===== config.mk =====
export PLATFORM = sky130hd
export DESIGN_NAME = dgc_regs
export DESIGN_NICKNAME = d
export VERILOG_FILES = /design/src/hdl/dgc_pkg.sv /design/src/hdl/dgc_req_gate.sv /design/src/hdl/dgc_regs.sv
export VERILOG_INCLUDE_DIRS = /design/src /design/src/hdl
export SDC_FILE = /design/constraint.sdc
export NUM_CORES = 1
export LEC_CHECK = 0
export BUFFER_PORTS_ARGS = -buffer_cell sky130_fd_sc_hd__buf_2
export CORE_ASPECT_RATIO = 2
export CORE_MARGIN = 5
export CORE_UTILIZATION = 54
export CTS_CLUSTER_DIAMETER = 50
export CTS_CLUSTER_SIZE = 8
export DETAILED_ROUTE_END_ITERATION = 10
export HOLD_SLACK_MARGIN = 0.1
export PLACE_DENSITY = 0.78
export SETUP_SLACK_MARGIN = 0.4
export SYNTH_ARGS = -nofsm -noshare
export SYNTH_HDL_FRONTEND = slang
export SYNTH_SLANG_ARGS = --single-unit

===== constraint.sdc =====
create_clock -name clock_i -period 15.79 [get_ports clock_i]
set_input_delay 3.9475 -clock clock_i [delete_from_list [all_inputs] [get_ports clock_i]]
set_output_delay 3.9475 -clock clock_i [all_outputs]
set_load 0.03 [all_outputs]

===== src/hdl/dgc_defines.svh =====
`ifndef DGC_DEFINES_SVH
`define DGC_DEFINES_SVH
`define DGC_OFF_STATUS      12'h000
`define DGC_OFF_CONFIG      12'h004
`define DGC_OFF_PRIM_BASE   12'h008
`define DGC_OFF_ALT_BASE    12'h00c
`define DGC_OFF_WAIT_LEVEL  12'h010
`define DGC_OFF_SOFT_REQ    12'h014
`define DGC_OFF_BURST_SET   12'h018
`define DGC_OFF_BURST_CLR   12'h01c
`define DGC_OFF_PID4        12'hfd0
`define DGC_OFF_PID0        12'hfe0
`define DGC_OFF_PID1        12'hfe4
`define DGC_OFF_PID2        12'hfe8
`define DGC_OFF_PID3        12'hfec
`define DGC_OFF_CID0        12'hff0
`define DGC_OFF_CID1        12'hff4
`define DGC_OFF_CID2        12'hff8
`define DGC_OFF_CID3        12'hffc
`define DGC_ST_TEST_LSB     28
`define DGC_ST_CHAN_LSB     16
`define DGC_ST_STATE_LSB    4
`define DGC_CFG_PROT_LSB    5
`define DGC_CFG_EN_BIT      0
`define DGC_PTR_LOW_BITS    5
`define DGC_TEST_ABSENT     4'h0
`define DGC_TEST_PRESENT    4'h1
`endif


===== src/hdl/dgc_pkg.sv =====
package dgc_pkg;
  typedef enum logic [3:0] {
    DGC_IDLE      = 4'h0,
    DGC_RD_CTRL   = 4'h1,
    DGC_RD_SRCEND = 4'h2,
    DGC_RD_DSTEND = 4'h3,
    DGC_RD_SRC    = 4'h4,
    DGC_WR_DST    = 4'h5,
    DGC_WAIT_CLR  = 4'h6,
    DGC_WR_CTRL   = 4'h7,
    DGC_STALLED   = 4'h8,
    DGC_DONE      = 4'h9,
    DGC_PSG_TRANS = 4'ha
  } dgc_ctl_state_type;

  typedef struct packed {
    logic [11:0] addr;
    logic [31:0] wdata;
    logic        wr;
    logic        rd;
  } dgc_bus_req_type;

  typedef struct packed {
    logic [2:0] hprot;
    logic       enable;
  } dgc_global_cfg_type;
endpackage


===== src/hdl/dgc_req_gate.sv =====
`timescale 1ns/100ps
`default_nettype none
module dgc_req_gate #(
  parameter int CHANNELS = 32
) (
  input  wire logic [31:0]         soft_bits_i,
  input  wire logic                soft_wr_i,
  input  wire logic [CHANNELS-1:0] single_req_i,
  input  wire logic [CHANNELS-1:0] burst_req_i,
  input  wire logic [CHANNELS-1:0] burst_only_i,
  output var  logic [CHANNELS-1:0] soft_req_o,
  output var  logic [CHANNELS-1:0] hw_req_o
);
  always_comb begin
    // only implemented channels are looked at; upper bits dropped
    soft_req_o = soft_wr_i ? soft_bits_i[CHANNELS-1:0] : '0;
    hw_req_o   = burst_req_i | (single_req_i & ~burst_only_i);
  end
endmodule
`default_nettype wire


===== src/hdl/dgc_regs.sv =====
// Local design decision: the plain strobed port.
`timescale 1ns/100ps
`default_nettype none
`include "dgc_defines.svh"
module dgc_regs import dgc_pkg::*; #(
  parameter int          CHANNELS   = 32,
  parameter bit          TEST_LOGIC = 1'b0,
  parameter logic [7:0]  PID0 = 8'h11, // arbitrary identification values
  parameter logic [7:0]  PID1 = 8'h22,
  parameter logic [7:0]  PID2 = 8'h33,
  parameter logic [7:0]  PID3 = 8'h44,
  parameter logic [7:0]  PID4 = 8'h55,
  parameter logic [7:0]  CID0 = 8'h66,
  parameter logic [7:0]  CID1 = 8'h77,
  parameter logic [7:0]  CID2 = 8'h88,
  parameter logic [7:0]  CID3 = 8'h99
) (
  input  wire logic                clock_i,
  input  wire logic                reset_i,
  input  wire logic [11:0]         addr_i,
  input  wire logic [31:0]         wdata_i,
  input  wire logic                wr_i,
  input  wire logic                rd_i,
  output var  logic [31:0]         rdata_o,
  input  wire logic [3:0]          ctl_state_i,
  input  wire logic [CHANNELS-1:0] wait_req_i,
  input  wire logic [CHANNELS-1:0] single_req_i,
  input  wire logic [CHANNELS-1:0] burst_req_i,
  output var  logic                enable_o,
  output var  logic [2:0]          hprot_o,
  output var  logic [CHANNELS-1:0] soft_req_o,
  output var  logic [CHANNELS-1:0] hw_req_o
);
  localparam int IDX_BITS = (CHANNELS <= 1) ? 0 : $clog2(CHANNELS);
  localparam int LOW_BITS = IDX_BITS + `DGC_PTR_LOW_BITS;
  localparam int HI_BITS  = 32 - LOW_BITS;
  localparam logic [4:0] CH_LESS1 = 5'(CHANNELS - 1);

  typedef struct packed {
    logic [31:0]         rdata;
    dgc_global_cfg_type  cfg;
    logic [HI_BITS-1:0]  prim_hi;
    logic [CHANNELS-1:0] burst_only;
    logic [CHANNELS-1:0] wait_s1;
    logic [CHANNELS-1:0] wait_s2;
    logic [CHANNELS-1:0] single_s1;
    logic [CHANNELS-1:0] single_s2;
    logic [CHANNELS-1:0] burst_s1;
    logic [CHANNELS-1:0] burst_s2;
    logic [3:0]          state_s1;
    logic [3:0]          state_s2;
    logic [3:0]          state_shown;
    logic [CHANNELS-1:0] soft_req;
    logic [CHANNELS-1:0] hw_req;
  } dgc_state_type;

  dgc_state_type   st_reg;
  dgc_state_type   st_next;
  dgc_bus_req_type bus;
  logic [31:0]     prim_base;
  logic [31:0]     alt_base;
  logic [31:0]     status_word;
  logic [CHANNELS-1:0] soft_comb;
  logic [CHANNELS-1:0] hw_comb;

  assign bus = '{addr: addr_i, wdata: wdata_i, wr: wr_i, rd: rd_i};

  // no structure memory here: base pointers only point into system memory
  assign prim_base = {st_reg.prim_hi, {LOW_BITS{1'b0}}};
  // alternate structures sit right above the primary set
  assign alt_base  = prim_base + 32'((CHANNELS > 0 ? 1 : 0) << LOW_BITS) - 32'h0
                     + 32'h0;

  always_comb begin
    status_word = '0;
    status_word[`DGC_ST_TEST_LSB +: 4] = TEST_LOGIC ? `DGC_TEST_PRESENT : `DGC_TEST_ABSENT;
    status_word[`DGC_ST_CHAN_LSB +: 5] = CH_LESS1;
    status_word[`DGC_ST_STATE_LSB +: 4] = st_reg.state_shown;
    status_word[`DGC_CFG_EN_BIT] = st_reg.cfg.enable;
  end

  dgc_req_gate #(
    .CHANNELS(CHANNELS)
  ) u_gate (
    .soft_bits_i  (bus.wdata),
    .soft_wr_i    (bus.wr && bus.addr == `DGC_OFF_SOFT_REQ),
    .single_req_i (st_reg.single_s2),
    .burst_req_i  (st_reg.burst_s2),
    .burst_only_i (st_reg.burst_only),
    .soft_req_o   (soft_comb),
    .hw_req_o     (hw_comb)
  );

  always_comb begin
    st_next = st_reg;
    st_next.wait_s1   = wait_req_i;
    st_next.wait_s2   = st_reg.wait_s1;
    st_next.single_s1 = single_req_i;
    st_next.single_s2 = st_reg.single_s1;
    st_next.burst_s1  = burst_req_i;
    st_next.burst_s2  = st_reg.burst_s1;
    st_next.state_s1  = ctl_state_i;
    st_next.state_s2  = st_reg.state_s1;
    // code taken once two samples agree; hides skewed changes
    if (st_reg.state_s1 == st_reg.state_s2) begin
      st_next.state_shown = st_reg.state_s2;
    end
    st_next.soft_req  = soft_comb;
    st_next.hw_req    = hw_comb;
    st_next.rdata     = '0;
    if (bus.wr) begin
      case (bus.addr)
        `DGC_OFF_CONFIG: begin
          st_next.cfg.enable = bus.wdata[`DGC_CFG_EN_BIT];
          st_next.cfg.hprot  = bus.wdata[`DGC_CFG_PROT_LSB +: 3];
        end
        `DGC_OFF_PRIM_BASE: st_next.prim_hi = bus.wdata[31:LOW_BITS];
        `DGC_OFF_BURST_SET: st_next.burst_only = st_reg.burst_only | bus.wdata[CHANNELS-1:0];
        `DGC_OFF_BURST_CLR: st_next.burst_only = st_reg.burst_only & ~bus.wdata[CHANNELS-1:0];
        default: ;
      endcase
    end
    if (bus.rd) begin
      case (bus.addr)
        `DGC_OFF_STATUS:     st_next.rdata = status_word;
        `DGC_OFF_PRIM_BASE:  st_next.rdata = prim_base;
        `DGC_OFF_ALT_BASE:   st_next.rdata = alt_base;
        `DGC_OFF_WAIT_LEVEL: st_next.rdata = 32'(st_reg.wait_s2);
        `DGC_OFF_BURST_SET:  st_next.rdata = 32'(st_reg.burst_only);
        `DGC_OFF_PID0:       st_next.rdata = {24'h0, PID0};
        `DGC_OFF_PID1:       st_next.rdata = {24'h0, PID1};
        `DGC_OFF_PID2:       st_next.rdata = {24'h0, PID2};
        `DGC_OFF_PID3:       st_next.rdata = {24'h0, PID3};
        `DGC_OFF_PID4:       st_next.rdata = {24'h0, PID4};
        `DGC_OFF_CID0:       st_next.rdata = {24'h0, CID0};
        `DGC_OFF_CID1:       st_next.rdata = {24'h0, CID1};
        `DGC_OFF_CID2:       st_next.rdata = {24'h0, CID2};
        `DGC_OFF_CID3:       st_next.rdata = {24'h0, CID3};
        default:             st_next.rdata = '0;
      endcase
    end
  end

  always_ff @(posedge clock_i or posedge reset_i) begin
    if (reset_i) begin
      st_reg <= '0;
    end else begin
      st_reg <= st_next;
    end
  end

  assign rdata_o    = st_reg.rdata;
  assign enable_o   = st_reg.cfg.enable;
  assign hprot_o    = st_reg.cfg.hprot;
  assign soft_req_o = st_reg.soft_req;
  assign hw_req_o   = st_reg.hw_req;

  property p_enable_write;
    @(posedge clock_i) disable iff (reset_i)
      (wr_i && addr_i == `DGC_OFF_CONFIG) |=> (enable_o == $past(wdata_i[0]));
  endproperty
  a_enable_write: assert property (p_enable_write) else $error("enable not loaded");

  property p_hprot_write;
    @(posedge clock_i) disable iff (reset_i)
      (wr_i && addr_i == `DGC_OFF_CONFIG) |=> (hprot_o == $past(wdata_i[7:5]));
  endproperty
  a_hprot_write: assert property (p_hprot_write) else $error("hprot not loaded");

  property p_status_enable;
    @(posedge clock_i) disable iff (reset_i)
      (rd_i && addr_i == `DGC_OFF_STATUS) |=> (rdata_o[0] == $past(enable_o));
  endproperty
  a_status_enable: assert property (p_status_enable) else $error("status enable wrong");

  property p_status_count;
    @(posedge clock_i) disable iff (reset_i)
      (rd_i && addr_i == `DGC_OFF_STATUS) |=> (rdata_o[20:16] == CH_LESS1 && rdata_o[27:21] == 7'h0);
  endproperty
  a_status_count: assert property (p_status_count) else $error("channel count wrong");

  property p_status_test;
    @(posedge clock_i) disable iff (reset_i)
      (rd_i && addr_i == `DGC_OFF_STATUS) |=> (rdata_o[31:28] == (TEST_LOGIC ? 4'h1 : 4'h0));
  endproperty
  a_status_test: assert property (p_status_test) else $error("test field wrong");

  property p_base_low;
    @(posedge clock_i) disable iff (reset_i)
      (rd_i && addr_i == `DGC_OFF_PRIM_BASE) |=> ((rdata_o & ((32'h1 << LOW_BITS) - 32'h1)) == 32'h0);
  endproperty
  a_base_low: assert property (p_base_low) else $error("base low bits stored");

  property p_alt_base;
    @(posedge clock_i) disable iff (reset_i)
      (rd_i && addr_i == `DGC_OFF_ALT_BASE) |=> (rdata_o == $past(prim_base) + (32'h1 << LOW_BITS));
  endproperty
  a_alt_base: assert property (p_alt_base) else $error("alternate base wrong");

  property p_soft_req;
    @(posedge clock_i) disable iff (reset_i)
      (wr_i && addr_i == `DGC_OFF_SOFT_REQ) |=> (soft_req_o == $past(wdata_i[CHANNELS-1:0]));
  endproperty
  a_soft_req: assert property (p_soft_req) else $error("soft request wrong");

  property p_no_soft;
    @(posedge clock_i) disable iff (reset_i)
      !(wr_i && addr_i == `DGC_OFF_SOFT_REQ) |=> (soft_req_o == '0);
  endproperty
  a_no_soft: assert property (p_no_soft) else $error("spurious soft request");

  property p_burst_only;
    @(posedge clock_i) disable iff (reset_i)
      ##1 ((hw_req_o & ~$past(st_reg.burst_s2) & $past(st_reg.burst_only)) == '0);
  endproperty
  a_burst_only: assert property (p_burst_only) else $error("single request passed");

  property p_wait_level;
    @(posedge clock_i) disable iff (reset_i)
      (rd_i && addr_i == `DGC_OFF_WAIT_LEVEL) |=> (rdata_o == 32'($past(st_reg.wait_s2)));
  endproperty
  a_wait_level: assert property (p_wait_level) else $error("wait level wrong");

  property p_unmapped;
    @(posedge clock_i) disable iff (reset_i)
      (rd_i && addr_i == 12'h040) |=> (rdata_o == 32'h0);
  endproperty
  a_unmapped: assert property (p_unmapped) else $error("unmapped read not zero");

  property p_status_state;
    @(posedge clock_i) disable iff (reset_i)
      (rd_i && addr_i == `DGC_OFF_STATUS) |=> (rdata_o[7:4] == $past(st_reg.state_shown));
  endproperty
  a_status_state: assert property (p_status_state) else $error("state field wrong");

  property p_status_spare;
    @(posedge clock_i) disable iff (reset_i)
      (rd_i && addr_i == `DGC_OFF_STATUS) |=> (rdata_o[15:8] == 8'h0 && rdata_o[3:1] == 3'h0);
  endproperty
  a_status_spare: assert property (p_status_spare) else $error("status spare bits set");

  property p_state_settle;
    @(posedge clock_i) disable iff (reset_i)
      (st_reg.state_s1 == st_reg.state_s2) |=> (st_reg.state_shown == $past(st_reg.state_s2));
  endproperty
  a_state_settle: assert property (p_state_settle) else $error("settled state not shown");

  property p_state_hold;
    @(posedge clock_i) disable iff (reset_i)
      (st_reg.state_s1 != st_reg.state_s2) |=> $stable(st_reg.state_shown);
  endproperty
  a_state_hold: assert property (p_state_hold) else $error("unsettled state shown");

  property p_rdata_idle;
    @(posedge clock_i) disable iff (reset_i)
      !rd_i |=> (rdata_o == 32'h0);
  endproperty
  a_rdata_idle: assert property (p_rdata_idle) else $error("read data without read");

  property p_prim_write;
    @(posedge clock_i) disable iff (reset_i)
      (wr_i && addr_i == `DGC_OFF_PRIM_BASE) |=> (prim_base == ($past(wdata_i) & ~((32'h1 << LOW_BITS) - 32'h1)));
  endproperty
  a_prim_write: assert property (p_prim_write) else $error("primary base not loaded");

  property p_prim_hold;
    @(posedge clock_i) disable iff (reset_i)
      !(wr_i && addr_i == `DGC_OFF_PRIM_BASE) |=> $stable(prim_base);
  endproperty
  a_prim_hold: assert property (p_prim_hold) else $error("primary base changed");

  property p_enable_hold;
    @(posedge clock_i) disable iff (reset_i)
      !(wr_i && addr_i == `DGC_OFF_CONFIG) |=> $stable(enable_o);
  endproperty
  a_enable_hold: assert property (p_enable_hold) else $error("enable changed");

  property p_hprot_hold;
    @(posedge clock_i) disable iff (reset_i)
      !(wr_i && addr_i == `DGC_OFF_CONFIG) |=> $stable(hprot_o);
  endproperty
  a_hprot_hold: assert property (p_hprot_hold) else $error("hprot changed");

  property p_burst_pass;
    @(posedge clock_i) disable iff (reset_i)
      ##1 ((hw_req_o & $past(st_reg.burst_s2)) == $past(st_reg.burst_s2));
  endproperty
  a_burst_pass: assert property (p_burst_pass) else $error("burst request lost");

  property p_single_pass;
    @(posedge clock_i) disable iff (reset_i)
      ##1 ((~hw_req_o & $past(st_reg.single_s2) & ~$past(st_reg.burst_only)) == '0);
  endproperty
  a_single_pass: assert property (p_single_pass) else $error("single request lost");

  property p_hw_idle;
    @(posedge clock_i) disable iff (reset_i)
      ##1 ((hw_req_o & ~$past(st_reg.burst_s2) & ~$past(st_reg.single_s2)) == '0);
  endproperty
  a_hw_idle: assert property (p_hw_idle) else $error("request without input");

  property p_burst_set;
    @(posedge clock_i) disable iff (reset_i)
      (wr_i && addr_i == `DGC_OFF_BURST_SET) |=>
        (st_reg.burst_only == ($past(st_reg.burst_only) | $past(wdata_i[CHANNELS-1:0])));
  endproperty
  a_burst_set: assert property (p_burst_set) else $error("burst-only set wrong");

  property p_burst_clr;
    @(posedge clock_i) disable iff (reset_i)
      (wr_i && addr_i == `DGC_OFF_BURST_CLR) |=>
        (st_reg.burst_only == ($past(st_reg.burst_only) & ~$past(wdata_i[CHANNELS-1:0])));
  endproperty
  a_burst_clr: assert property (p_burst_clr) else $error("burst-only clear wrong");

  property p_ident_pid4;
    @(posedge clock_i) disable iff (reset_i)
      (rd_i && addr_i == `DGC_OFF_PID4) |=> (rdata_o == {24'h0, PID4});
  endproperty
  a_ident_pid4: assert property (p_ident_pid4) else $error("identification 4 wrong");

  property p_ident_pid0;
    @(posedge clock_i) disable iff (reset_i)
      (rd_i && addr_i == `DGC_OFF_PID0) |=> (rdata_o == {24'h0, PID0});
  endproperty
  a_ident_pid0: assert property (p_ident_pid0) else $error("identification 0 wrong");

  property p_ident_cid0;
    @(posedge clock_i) disable iff (reset_i)
      (rd_i && addr_i == `DGC_OFF_CID0) |=> (rdata_o == {24'h0, CID0});
  endproperty
  a_ident_cid0: assert property (p_ident_cid0) else $error("cell identification 0 wrong");

  property p_ident_cid3;
    @(posedge clock_i) disable iff (reset_i)
      (rd_i && addr_i == `DGC_OFF_CID3) |=> (rdata_o == {24'h0, CID3});
  endproperty
  a_ident_cid3: assert property (p_ident_cid3) else $error("cell identification 3 wrong");
endmodule
`default_nettype wire


## Word level (Yosys, flattened, before mapping)

Index checks and enable logic that the tools add are counted.

- Register bits after elaboration: 358
- Input port bits: 148
- Output and inout port bits: 100
- Logic and storage cells: 50

- Add/subtract/negate cells: 1
- Equal/unequal tests: 17
- Muxes and demuxes: 4
- Bitwise logic cells: 6
- Reductions and logical operators: 6

Operators by type and width:

| operator | number |
|---|---|
| $pmux 32 s14 | 1 |
| $eq 12x12->1 const B | 9 |
| $and 32x32->32 | 2 |
| $mux 32 | 2 |
| $not 32->32 | 2 |
| $or 32x32->32 | 2 |
| $pmux 32 s2 | 1 |
| $eq 12x5->1 const B | 4 |
| $add 32x11->32 const B | 1 |
| $eq 12x4->1 const B | 2 |
| $eq 12x3->1 const B | 1 |
| $logic_not 12->1 | 1 |
| $reduce_and 2->1 | 3 |
| $eq 4x4->1 | 1 |
| $reduce_bool 2->1 | 1 |
| $logic_and 1x1->1 | 1 |

## Longest topological paths before layout

Gate-level depths: netlist of the first run.

- Word-level depth: 3
- Gate-level depth with buffers: 8
- Mapped depth without buffers: 6

## Modules after synthesis

Synthesis of the first run repeated with hierarchy kept, for this count alone.

- Cell total of the unflattened synthesis: 954
- Area, all modules: 12752.2 sq um

Modules (own cells, without submodules):

| module | times used | cells an instance | area an instance (sq um) | sequential area each (sq um) |
|---|---|---|---|---|
| dgc_regs | 1 | 855 | 12136.6 | 8958.6 |
| dgc_req_gate | 1 | 99 | 615.6 | 0.0 |

## Least setup slack after synthesis of the first run

No wires, ideal clock.

- Path kind: input-to-reg
- Start: in addr_i[2]
- End: reg st_reg (netlist bit rdata_o[7])
- Setup time: 82 ps
- Arrival: 5402 ps
- Data required time: 15708 ps
- Path slack: 10306 ps
- Cell stages on the path: 7
- Path buffers: 2
- Cell sequence: buf_2 -> and3b_1 -> or4_1 -> a211oi_2 -> o31ai_2 -> buf_6 -> a31oi_1

RTL lines:

| what | RTL line | RTL |
|---|---|---|
| start: declaration | dgc_regs.sv:20 | `input wire logic [11:0] addr_i,` |
| end signal: assignment | dgc_regs.sv:148 | `st_reg <= st_next;` |
| end: declaration | dgc_regs.sv:57 | `dgc_state_type st_reg;` |

==> results by group, run 1 <==
Outcome
  – Status: completed

Pwr
  – Psw: 0.000403 W
  – Sw Ratio: 20.7%
  – P_int: 0.00155 W
  – Static Leak: 7.01 nW
  – Peak supply drop: 0.0944 mV
  – Power per cell area: 133 mW/mm^2
  – Clock share of power: 46.6%
  – Comb pwr share: 3.8%
  – Seq pwr share: 49.6%

Critical path
  – Worst path max stage delay: 890 ps
  – Data required, critical path: 16230 ps
  – Slowest cell on crit path: and3_1
  – Critical path cell sequence: buf_2, nor4bb_1, and3_1, and2_1, buf_4, a21oi_1, a21oi_1
  – Critical path type: primary input to flop
  – Crit path buffers/inverters: 2
  – CP max FO: 27
  – Arrival @ worst endpoint: 6990 ps
  – Critical path launch point type: primary input
  – Most used cell, CP: a21oi_1
  – CP delay by family, top: simple AND/OR/NAND/NOR gates
  – Critical Path End Type: flop

Timing
  – Slew HR: 20.3%
  – Setup Skew: 19.9 ps
  – Highest Clock Rate: 153 MHz
  – Final hold vios: 0
  – Min cycle time layout: 6550 ps
  – Slew Viols, Final: 0
  – Setup_tns: 0 ps
  – Setup-failing EPs final: 0
  – RSZ-0062 raised after global routing: false
  – Final worst slack: 9240 ps
  – Worst-margin pin slew: 1190 ps
  – Part of the cycle the worst path needs: 41.5%

Route
  – DR vias/cell: 5.41
  – Routed WL per cell: 20.6 um
  – Final ANT Viol Nets: 0
  – DRC errors left: 0
  – Routed WL: 28100 um
  – Router iterations before antenna repair: 5
  – Total number of vias: 7380
  – Initial drt markers: 498

Floorplan
  – Die Ht: 226 um
  – IO Pins: 248
  – Chip Width: 118 um
  – Standard-cell rows: 79
  – Core area: 0.0231 mm^2
  – Starting density of the core: 54.3%
  – Die area: 0.0266 mm^2

Yosys
  – Compound-gate portion of the synthesized area: 8.95%
  – Main combinational cell family by area after synthesis: compound AO/OA/AOI/OAI gates
  – Synth cell types: 55
  – Gate Count Post-Synth: 904
  – Synth Net Count: 1053
  – Synth Area in Simple Gates: 6.77%
  – Number of enable flip-flop cells after synthesis: 0
  – Main synth FF type: dfrtp_1
  – Most common cell in the netlist: dfrtp_1
  – Synth top area share: 71.3%
  – Area leader, netlist: dfrtp_1
  – FF+latch count, synth: 358
  – Post-synth top cells: dfrtp_1 (358), buf_4 (99), a21oi_1 (89), inv_1 (37)
  – Yosys Warn Count: 0
  – Mapped cell area: 0.0126 mm^2
  – Syn_area_per_cell: 13.9 um^2
  – Synth Area in XOR/XNOR: 0.976%
  – Post-Synth Adder-Cell Area: 0.0996%
  – Post-synthesis sequential area ratio: 71.3%
  – Largest cells by area after synthesis: dfrtp_1 (71%), buf_4 (5.9%), a21oi_1 (3.5%)
  – Mux contribution to synthesized area: 3.37%
  – Ys async rst share: 100%

Place
  – GP Congestion: 0.913
  – Number of buffers added on ports: 247
  – Post-DP HPWL: 19200 um
  – DP Cell Count: 1309
  – Post-placement cell area: 0.0133 mm^2
  – Pre-CTS WS: 8790 ps

Final layout
  – Area grow syn2layout: 16.3%
  – Final Cell Area: 0.0146 mm^2
  – Layout Nets: 1227
  – Layout cells sized above 1: 32.6%
  – Flip-flop and latch area: 0.00896 mm^2
  – Max FFs per register: 104
  – Final Instance Count excl. Fillers: 1363
  – Area occupied by multi-input gates: 0.00255 mm^2
  – Filler instances: 1774
  – Finished Core Util: 63.2%

Job
  – Max cap viols: 0

Global routing
  – Vias in the first global route: 8352
  – Initial antenna violation count: 3
  – Largest net degree at the start of global routing: 131
  – Congestion Overflow GR: 0
  – First-pass GRT wire length: 44900 um
  – Global Route Usage Sum: 21.5%

CTS
  – Worst skew pair latency: 530 ps
  – Hold buffer count at CTS: 0
  – Clock slew at the register clock pins of the worst setup and hold paths: 50 ps
  – Post-CTS Setup Bufs: 0
  – Cts bufs inserted: 50
  – Post-CTS sizing: 0
  – TritonCTS clock tree: yes
  – Maximum buffer depth of the clock tree: 3
  – Clock root buffer: clkbuf_16
  – H-tree lvl count: 2
  – Sink Count: 358

Worst hold path
  – Worst hold-check path type: flop to flop
-- final timing paths --
path	cells past startpoint	slack (ps)	to	start
worst max-delay path	7	9240	flop	addr_i[3]
worst min register to register	0	340	st_reg[93]$_DFF_PP0_	st_next[93]$_DFF_PP0_
worst max register to register	5	13660	rdata_o[23]$_DFF_PP0_	prim_base[14]$_DFFE_PP0P_
worst min-delay path	0	340	st_reg[93]$_DFF_PP0_	st_next[93]$_DFF_PP0_
max in group asynchronous	3	10670	soft_req_o[25]$_DFF_PP0_	reset_i
min in group asynchronous	2	3570	st_next[148]$_DFF_PP0_	reset_i
-- metal layers --
layer	share of wire, %	routed length, um	global-route usage (%)
met1	34	9650	23.8
met2	56	15700	39.6
met3	6.4	1790	4.64
met4	3.5	990	9.33
met5	0.075	21	0
-- cell families after synthesis --
| group | Yosys count |
|---|---|
| compound gates | 180 |
| simple gates | 143 |
| fa+ha+maj | 1 |
| buf+inv | 170 |
| mux | 38 |
| xor+xnor | 14 |
| flops | 358 |
-- worst reg2reg max path, stage by stage (launching register included) --
cell and delay [ps]:
dfrtp_1 460, nand4_1 270, or4b_2 740, xnor2_1 140, a222oi_1 320, nor2_1 70
-- cells in the final DEF, fill, tap and decap left out, types with 3 or more instances in the layout --
cell type,Yosys,layout
and3_1,3,3
nor2b_1,4,4
a221oi_1,3,3
nand2b_1,4,4
a222oi_1,5,5
nand3_1,11,11
a21oi_1,89,89
nor4_1,4,4
buf_2,11,247
nor2_1,13,13
a21o_1,32,32
a31oi_1,9,9
a22oi_1,15,15
o21ai_0,10,10
dfrtp_1,358,358
and2_1,33,33
inv_1,37,36
and4_1,6,6
mux2_2,33,33
buf_4,99,8
xor2_1,6,6
mux2i_1,4,4
nor3_1,14,14
xnor2_1,8,8
nand4_1,8,8
clkbuf_16,0,51
nand2_1,24,24
nand4b_1,3,3
a32oi_1,4,4
o21a_1,3,3
-- power groups by stage --
stage          registers (W)  clock network [W]  logic [W]
2_1_floorplan       0.000977                  0  0.0000443
3_3_place_gp        0.000979                  0  0.0000731
3_5_place_dp        0.000981                  0  0.0000751
4_1_cts             0.000967           0.000930  0.0000757
5_1_grt             0.000969           0.000973  0.0000825
6_report            0.000967           0.000908  0.0000737
-- cell type report --
| class | instances | area share, % |
|---|---|---|
| flip-flops and latches | 358 | 61.3 |
| multi-input cells | 376 | 17.5 |
| repair buffers | 255 | 8.87 |
| clock buffers | 52 | 8.83 |
| well taps | 283 | 2.42 |
| inverters | 37 | 1.00 |
| clock inverters | 1 | 0.0599 |
| diodes | 1 | 0.0171 |
-- through the flow --
step | total power [W] | hold WS (ps)
floorplan | 0.00102 | 331
global placement | 0.00105 | 331
detailed placement | 0.00106 | 335
CTS | 0.00197 | 340
global route | 0.00202 | 339
finish | 0.00195 | 339
Note: power is estimated with default switching activity, not from simulation.
==> run 2: changes to the inputs <==
- CORE_UTILIZATION: 54 -> 49
- PLACE_DENSITY: 0.78 -> 0.75
- clock period: 15.79 -> 5.3 ns (I/O delays scaled with it)
==> run 2 against run 1 <==
  * First-iteration DRC count is 3.8% higher
  * Sequential share of layout area is 0.41 points lower
  * Clock power grew to 3.0 times the previous value
  * Critical path type unchanged
==> results by group, run 2 (synthesized netlist as in run 1, its figures left out) <==
Outcome
  – Status: completed

Timing
  – Final hold vios: 0 (unchanged)
  – Highest Clock Rate: 296 MHz
  – Min cycle time layout: 3380 ps
  – Slew HR: 38.7% (+18 points)
  – RSZ-0062 raised after global routing: false
  – Hold Slack: 340 ps (+1.17 ps)
  – Final worst slack: 1920 ps (-7320 ps)
  – Setup Skew: 23.1 ps (+3.10 ps)
  – Worst-margin pin slew: 918 ps (-273 ps)
  – Slew Viols, Final: 0 (unchanged)
  – Setup-failing EPs final: 0 (unchanged)
  – Part of the cycle the worst path needs: 63.7%

Final layout
  – Most common cell after layout, fill and taps aside: dfrtp_1
  – Most frequent cells in the layout: dfrtp_1 (358), buf_2 (247), a21oi_1 (89)
  – Area grow syn2layout: 17.1%
  – Layout cells sized above 1: 32.7% (about the same)
  – Max FFs per register: 104 (unchanged)
  – Final Cell Area: 0.0147 mm^2 (+0.67%)
  – Final Instance Count excl. Fillers: 1422 (+4.3%)
  – Finished Core Util: 57.8% (-5.4 points)
  – Layout Nets: 1228 (+0.081%)

Floorplan
  – Die area: 0.0291 mm^2 (+9.5%)
  – Core area: 0.0254 mm^2 (+10%)
  – Chip Width: 123 um (+4.6%)
  – Starting density of the core: 49.4% (-4.9 points)
  – Die Ht: 236 um (+4.8%)
  – IO Pins: 248 (unchanged)
  – Standard-cell rows: 83 (+5.1%)

Pwr
  – Clock share of power: 46.6% (about the same)
  – P_int: 0.00458 W (+200%)
  – Peak supply drop: 0.334 mV (+250%)
  – Comb pwr share: 3.8% (about the same)
  – Sw Ratio: 21.1% (+0.46 points)
  – Seq pwr share: 49.6% (about the same)
  – Static Leak: 7.02 nW (about the same)
  – Psw: 0.00123 W (+200%)
  – Power per cell area: 395 mW/mm^2 (+200%)

Global routing
  – Initial antenna violation count: 2 (-1)
  – Congestion Overflow GR: 0 (unchanged)
  – First-pass GRT wire length: 44600 um (-0.55%)
  – Largest net degree at the start of global routing: 164 (+25%)
  – Vias in the first global route: 8209 (-1.7%)
  – Global Route Usage Sum: 19.9% (-1.6 points)

Place
  – Post-placement cell area: 0.0134 mm^2 (+0.76%)
  – Post-DP HPWL: 19100 um (-0.38%)
  – Pre-CTS WS: 1380 ps (-7400 ps)
  – GP Congestion: 0.893 (-2.2%)
  – DP Cell Count: 1367 (+4.4%)
  – Number of buffers added on ports: 247 (unchanged)

Worst hold path
  – Min-delay src: st_next[233]$_DFF_PP0_
  – Worst hold-check path type: flop to flop
  – WHS Endpoint: st_reg[233]$_DFF_PP0_
  – Hold Path Stages: 0 (unchanged)

Critical path
  – Arrival @ worst endpoint: 3780 ps (-3210 ps)
  – Worst r2r src: prim_base[14]$_DFFE_PP0P_
  – FF-to-FF path depth: 5 (unchanged)
  – Critical Path End Type: flop
  – Data required, critical path: 5700 ps (-10530 ps)
  – Critical path launch point type: primary input
  – Critical path type: primary input to flop
  – Flop-to-flop setup slack: 3120 ps (-10540 ps)
  – RR Endpoint: rdata_o[23]$_DFF_PP0_
  – CP max FO: 17 (-37%)

CTS
  – TritonCTS clock tree: yes
  – Sink Count: 358 (unchanged)
  – Cts bufs inserted: 50 (unchanged)
  – Post-CTS sizing: 0 (unchanged)
  – Clock slew at the register clock pins of the worst setup and hold paths: 50 ps (about the same)
  – Post-CTS Setup Bufs: 0 (unchanged)
  – H-tree lvl count: 2 (unchanged)
  – Maximum buffer depth of the clock tree: 3 (unchanged)
  – Clock root buffer: clkbuf_16
  – Hold buffer count at CTS: 0 (unchanged)
  – Worst skew pair latency: 550 ps (+20 ps)

Route
  – DRC errors left: 0 (unchanged)
  – Router iterations before antenna repair: 5 (unchanged)
  – Routed WL per cell: 19.8 um (-4.1%)
  – Total number of vias: 7410 (+0.41%)
  – DR vias/cell: 5.21 (-3.8%)
  – Initial drt markers: 517 (+3.8%)
  – Routed WL: 28100 um (about the same)
  – Final ANT Viol Nets: 0 (unchanged)

Job
  – Max cap viols: 0 (unchanged)
-- run 2: cell types whose count changed in the layout (fill, tap and decap cells not counted), sizes merged --
cell / delta
buf: +1
clkinv: +1
clkinvlp: +1
inv: -1
-- run 2: layout make-up --
| class | instances | area [um^2] |
|---|---|---|
| inverter | 37 | 143 |
| fill | 1993 | 10700 |
| antenna | 1 | 2.50 |
| clock buffer | 52 | 1260 |
| clock inverter | 2 | 36.3 |
| tap | 340 | 425 |
| timing repair buffer | 256 | 1330 |
| sequential | 358 | 8960 |
| multi-input combinational | 376 | 2550 |
-- run 2: worst max path at each step --
stage | from | endpoint | slack [ps] | cells after the start
after floorplan | reset_i | asynchronous set/reset pin | -820 | 1
after global placement | addr_i[11] | soft_req_o[12]$_DFF_PP0_ | 1490 | 6
after detailed placement | addr_i[11] | soft_req_o[8]$_DFF_PP0_ | 1380 | 6
after CTS | addr_i[11] | soft_req_o[8]$_DFF_PP0_ | 1940 | 6
after global routing | addr_i[11] | soft_req_o[12]$_DFF_PP0_ | 1680 | 6
final | addr_i[11] | flop | 1920 | 6
-- run 2: power by group through the flow --
stage          Clock, W  Sequential [W]  Combinational [W]
6_report        0.00270         0.00288           0.000219
2_1_floorplan         0         0.00291           0.000132
3_5_place_dp          0         0.00292           0.000223
4_1_cts         0.00278         0.00288           0.000225
5_1_grt         0.00289         0.00289           0.000247
3_3_place_gp          0         0.00292           0.000215
-- run 2: per-layer routing --
metal | vias to the layer above | track usage [%] | part of all wire [%]
met5 | - | 0 | 0.025
li1 | 3298 | - | -
met2 | 358 | 33.3 | 51
met3 | 75 | 5.18 | 8.6
met1 | 3677 | 24.7 | 37
met4 | 2 | 7.33 | 3.3
-- run 2: critical path: stages --
cell and delay, ps:
buf_2 130, nor4_2 510, nand3b_1 540, nor3_4 740, buf_4 390, a21oi_1 130
-- run 2: per-stage QoR --
stage          TNS [ps]  power [W]
4_1_cts               0    0.00589
5_1_grt               0    0.00603
2_1_floorplan   -294740    0.00305
3_5_place_dp          0    0.00315
3_3_place_gp          0    0.00313
6_report              0    0.00580
==> run 3: changes to the inputs <==
- ABC_AREA: unset -> 1
- CORE_UTILIZATION: 49 -> 55
- PLACE_DENSITY: 0.75 -> 0.79
- clock period: 5.3 -> 3.5 ns (I/O delays scaled with it)
==> run 3 against run 2 <==
  * Critical path depth rose by 3
  * Cell count rose by 17%
  * Wire length rose by 11%
  * Worst setup slack got worse by 820 ps
  * Flip-flop and latch count did not move
  * Clock-buffer cell count rose by 2
  * Utilization rose by 7.4 points
  * Non-clock buffer count rose by 1
  * Critical path type unchanged
  * Largest cell class unchanged
  * Highest routed layer unchanged
==> results by group, run 3 <==
Outcome
  – Status: completed

Timing
  – Min cycle time layout: 2400 ps
  – Setup Skew: 15.4 ps (-7.62 ps)
  – Slew HR: 45.4% (+6.7 points)
  – Setup-failing EPs final: 0 (unchanged)
  – Final hold vios: 0 (unchanged)
  – RSZ-0062 raised after global routing: false
  – Worst-margin pin slew: 816 ps (-102 ps)
  – Part of the cycle the worst path needs: 68.6%
  – Slew Viols, Final: 0 (unchanged)
  – Hold Slack: 336 ps (-3.79 ps)
  – Highest Clock Rate: 417 MHz

Floorplan
  – Core area: 0.0233 mm^2 (-8.3%)
  – Starting density of the core: 56.0% (+6.6 points)
  – Standard-cell rows: 79 (-4.8%)
  – Die area: 0.0271 mm^2 (-6.9%)
  – Die Ht: 228 um (-3.6%)
  – Chip Width: 119 um (-3.5%)
  – IO Pins: 248 (unchanged)

Yosys
  – Mapped cell area: 0.0131 mm^2 (+4.0%)
  – Syn_area_per_cell: 11.0 um^2 (-21%)
  – Yosys Warn Count: 0 (unchanged)
  – Largest cells by area after synthesis: dfrtp_1 (69%), nand2_1 (6.3%), buf_4 (6.0%)
  – Synth Net Count: 1334 (+27%)
  – Most common cell in the netlist: dfrtp_1
  – Main synth FF type: dfrtp_1
  – Synth top area share: 68.6% (-2.7 points)
  – Post-synthesis sequential area ratio: 68.6% (-2.7 points)
  – Number of enable flip-flop cells after synthesis: 0 (unchanged)
  – Area leader, netlist: dfrtp_1
  – FF+latch count, synth: 358 (unchanged)
  – Synth cell types: 38 (-31%)
  – Post-synth top cells: dfrtp_1 (358), nand2_1 (219), nor2_1 (142), inv_1 (105), buf_4 (104)
  – Gate Count Post-Synth: 1185 (+31%)
  – Ys async rst share: 100% (unchanged)

Final layout
  – Area grow syn2layout: 16.4%
  – Final Cell Area: 0.0152 mm^2 (+3.4%)
  – Most common cell after layout, fill and taps aside: dfrtp_1
  – Layout cells sized above 1: 24.8% (-7.8 points)
  – Final Instance Count excl. Fillers: 1659 (+17%)
  – Layout Nets: 1517 (+24%)
  – Filler instances: 1765 (-11%)
  – Area occupied by multi-input gates: 0.00275 mm^2 (+7.8%)
  – Most frequent cells in the layout: dfrtp_1 (358), buf_2 (247), nand2_1 (219)
  – Max FFs per register: 104 (unchanged)
  – Flip-flop and latch area: 0.00896 mm^2 (unchanged)
  – Finished Core Util: 65.2% (+7.4 points)

Global routing
  – Largest net degree at the start of global routing: 122 (-26%)
  – First-pass GRT wire length: 48500 um (+8.7%)
  – Initial antenna violation count: 10 (+8)
  – Global Route Usage Sum: 23.4% (+3.5 points)
  – Vias in the first global route: 9229 (+12%)
  – Congestion Overflow GR: 0 (unchanged)

Place
  – Post-DP HPWL: 21700 um (+13%)
  – GP Congestion: 0.945 (+5.9%)
  – Number of buffers added on ports: 247 (unchanged)
  – DP Cell Count: 1599 (+17%)
  – Post-placement cell area: 0.0138 mm^2 (+3.3%)

Pwr
  – Pwr Total: 0.00888 W (+53%)
  – Static Leak: 7.67 nW (+9.3%)
  – Power per cell area: 584 mW/mm^2 (+48%)
  – Peak supply drop: 0.435 mV (+30%)

Critical path
  – Data required, critical path: 3890 ps (-1810 ps)
  – Slowest cell on crit path: a21oi_4
  – Critical Path End Type: flop
  – Critical path launch point type: primary input
  – Critical path type: primary input to flop
  – Most used cell, CP: nand2_1
  – Worst path max stage delay: 480 ps (-260 ps)
  – CP max FO: 20 (+3)
  – Critical path cell sequence: buf_2, or2_4, nor2_4, nand2_4, a21oi_4, buf_12, nand2_1, nand2_1, o21ai_1
  – Arrival @ worst endpoint: 2790 ps (-990 ps)

CTS
  – TritonCTS clock tree: yes
  – Cts bufs inserted: 50 (unchanged)
  – Maximum buffer depth of the clock tree: 3 (unchanged)
  – Clock slew at the register clock pins of the worst setup and hold paths: 50 ps (about the same)
  – Post-CTS Setup Bufs: 0 (unchanged)
  – Sink Count: 358 (unchanged)
  – Clock root buffer: clkbuf_16
  – Worst skew pair latency: 540 ps (about the same)
  – H-tree lvl count: 2 (unchanged)
  – Hold buffer count at CTS: 0 (unchanged)
  – Post-CTS sizing: 0 (unchanged)

Worst hold path
  – Worst hold-check path type: flop to flop

Route
  – Final ANT Viol Nets: 0 (unchanged)
  – DRC errors left: 0 (unchanged)
  – Routed WL per cell: 18.8 um (-4.9%)
  – Initial drt markers: 452 (-13%)
  – Router iterations before antenna repair: 5 (unchanged)
  – Total number of vias: 8596 (+16%)
  – DR vias/cell: 5.18 (-0.57%)
  – Routed WL: 31200 um (+11%)

Job
  – Max cap viols: 0 (unchanged)
-- run 3: power breakdown --
group / leakage [nW] / total (W) / internal (W) / switching (W)
clock: 0.660 / 0.00418 / 0.00264 / 0.00155
combinational: 2.60 / 0.000334 / 0.000114 / 0.000220
sequential: 4.41 / 0.00436 / 0.00431 / 0.0000547
-- run 3: path summary, 6_finish.rpt --
kind | start | to | slack, ps | depth (start not counted)
setup / recovery | addr_i[7] | flop | 1100 | 9
hold / removal | st_next[223]$_DFF_PP0_ | st_reg[223]$_DFF_PP0_ | 340 | 0
setup reg to reg | prim_base[10]$_DFFE_PP0P_ | rdata_o[26]$_DFF_PP0_ | 1520 | 10
hold reg to reg | st_next[223]$_DFF_PP0_ | st_reg[223]$_DFF_PP0_ | 340 | 0
max in group asynchronous | reset_i | hw_req_o[11]$_DFF_PP0_ | 2370 | 3
min in group asynchronous | reset_i | st_next[91]$_DFF_PP0_ | 540 | 3
-- run 3: area by class of cell --
class                      instances  share of cell area [%]
timing repair buffer             257                    8.95
tap                              283                    2.33
sequential                       358                    58.9
antenna                            6                  0.0988
multi-input combinational        591                    18.1
clock buffer                      54                    8.81
inverter                         110                    2.76
-- run 3: logic make-up after synthesis --
| group | synth area share [%] |
|---|---|
| simple gates | 14.8 |
| compound gates | 5.77 |
| fa+ha+maj | 0.0958 |
| xor+xnor | 0.335 |
| flops | 68.6 |
| buf+inv | 10.4 |
-- run 3: routing by layer --
| metal | global-route usage (%) | up-vias | wire, um |
|---|---|---|---|
| li1 | - | 3949 | - |
| met1 | 24.9 | 4179 | 10300 |
| met2 | 42.2 | 344 | 17100 |
| met3 | 5.03 | 118 | 1940 |
| met4 | 13.6 | 6 | 1890 |
| met5 | 0 | - | 32 |
-- run 3: stage by stage --
| stage | TNS, ps | setup slack [ps] |
|---|---|---|
| floorplan | -778040 | -2170 |
| global placement | 0 | 609 |
| detailed placement | 0 | 571 |
| CTS | 0 | 1110 |
| global route | 0 | 941 |
| finish | 0 | 1100 |
-- run 3: critical path: cells and delay by family --
kind            cells  cell delay (ps)
compound gates      2              550
buf+inv             2              350
simple gates        5             1000
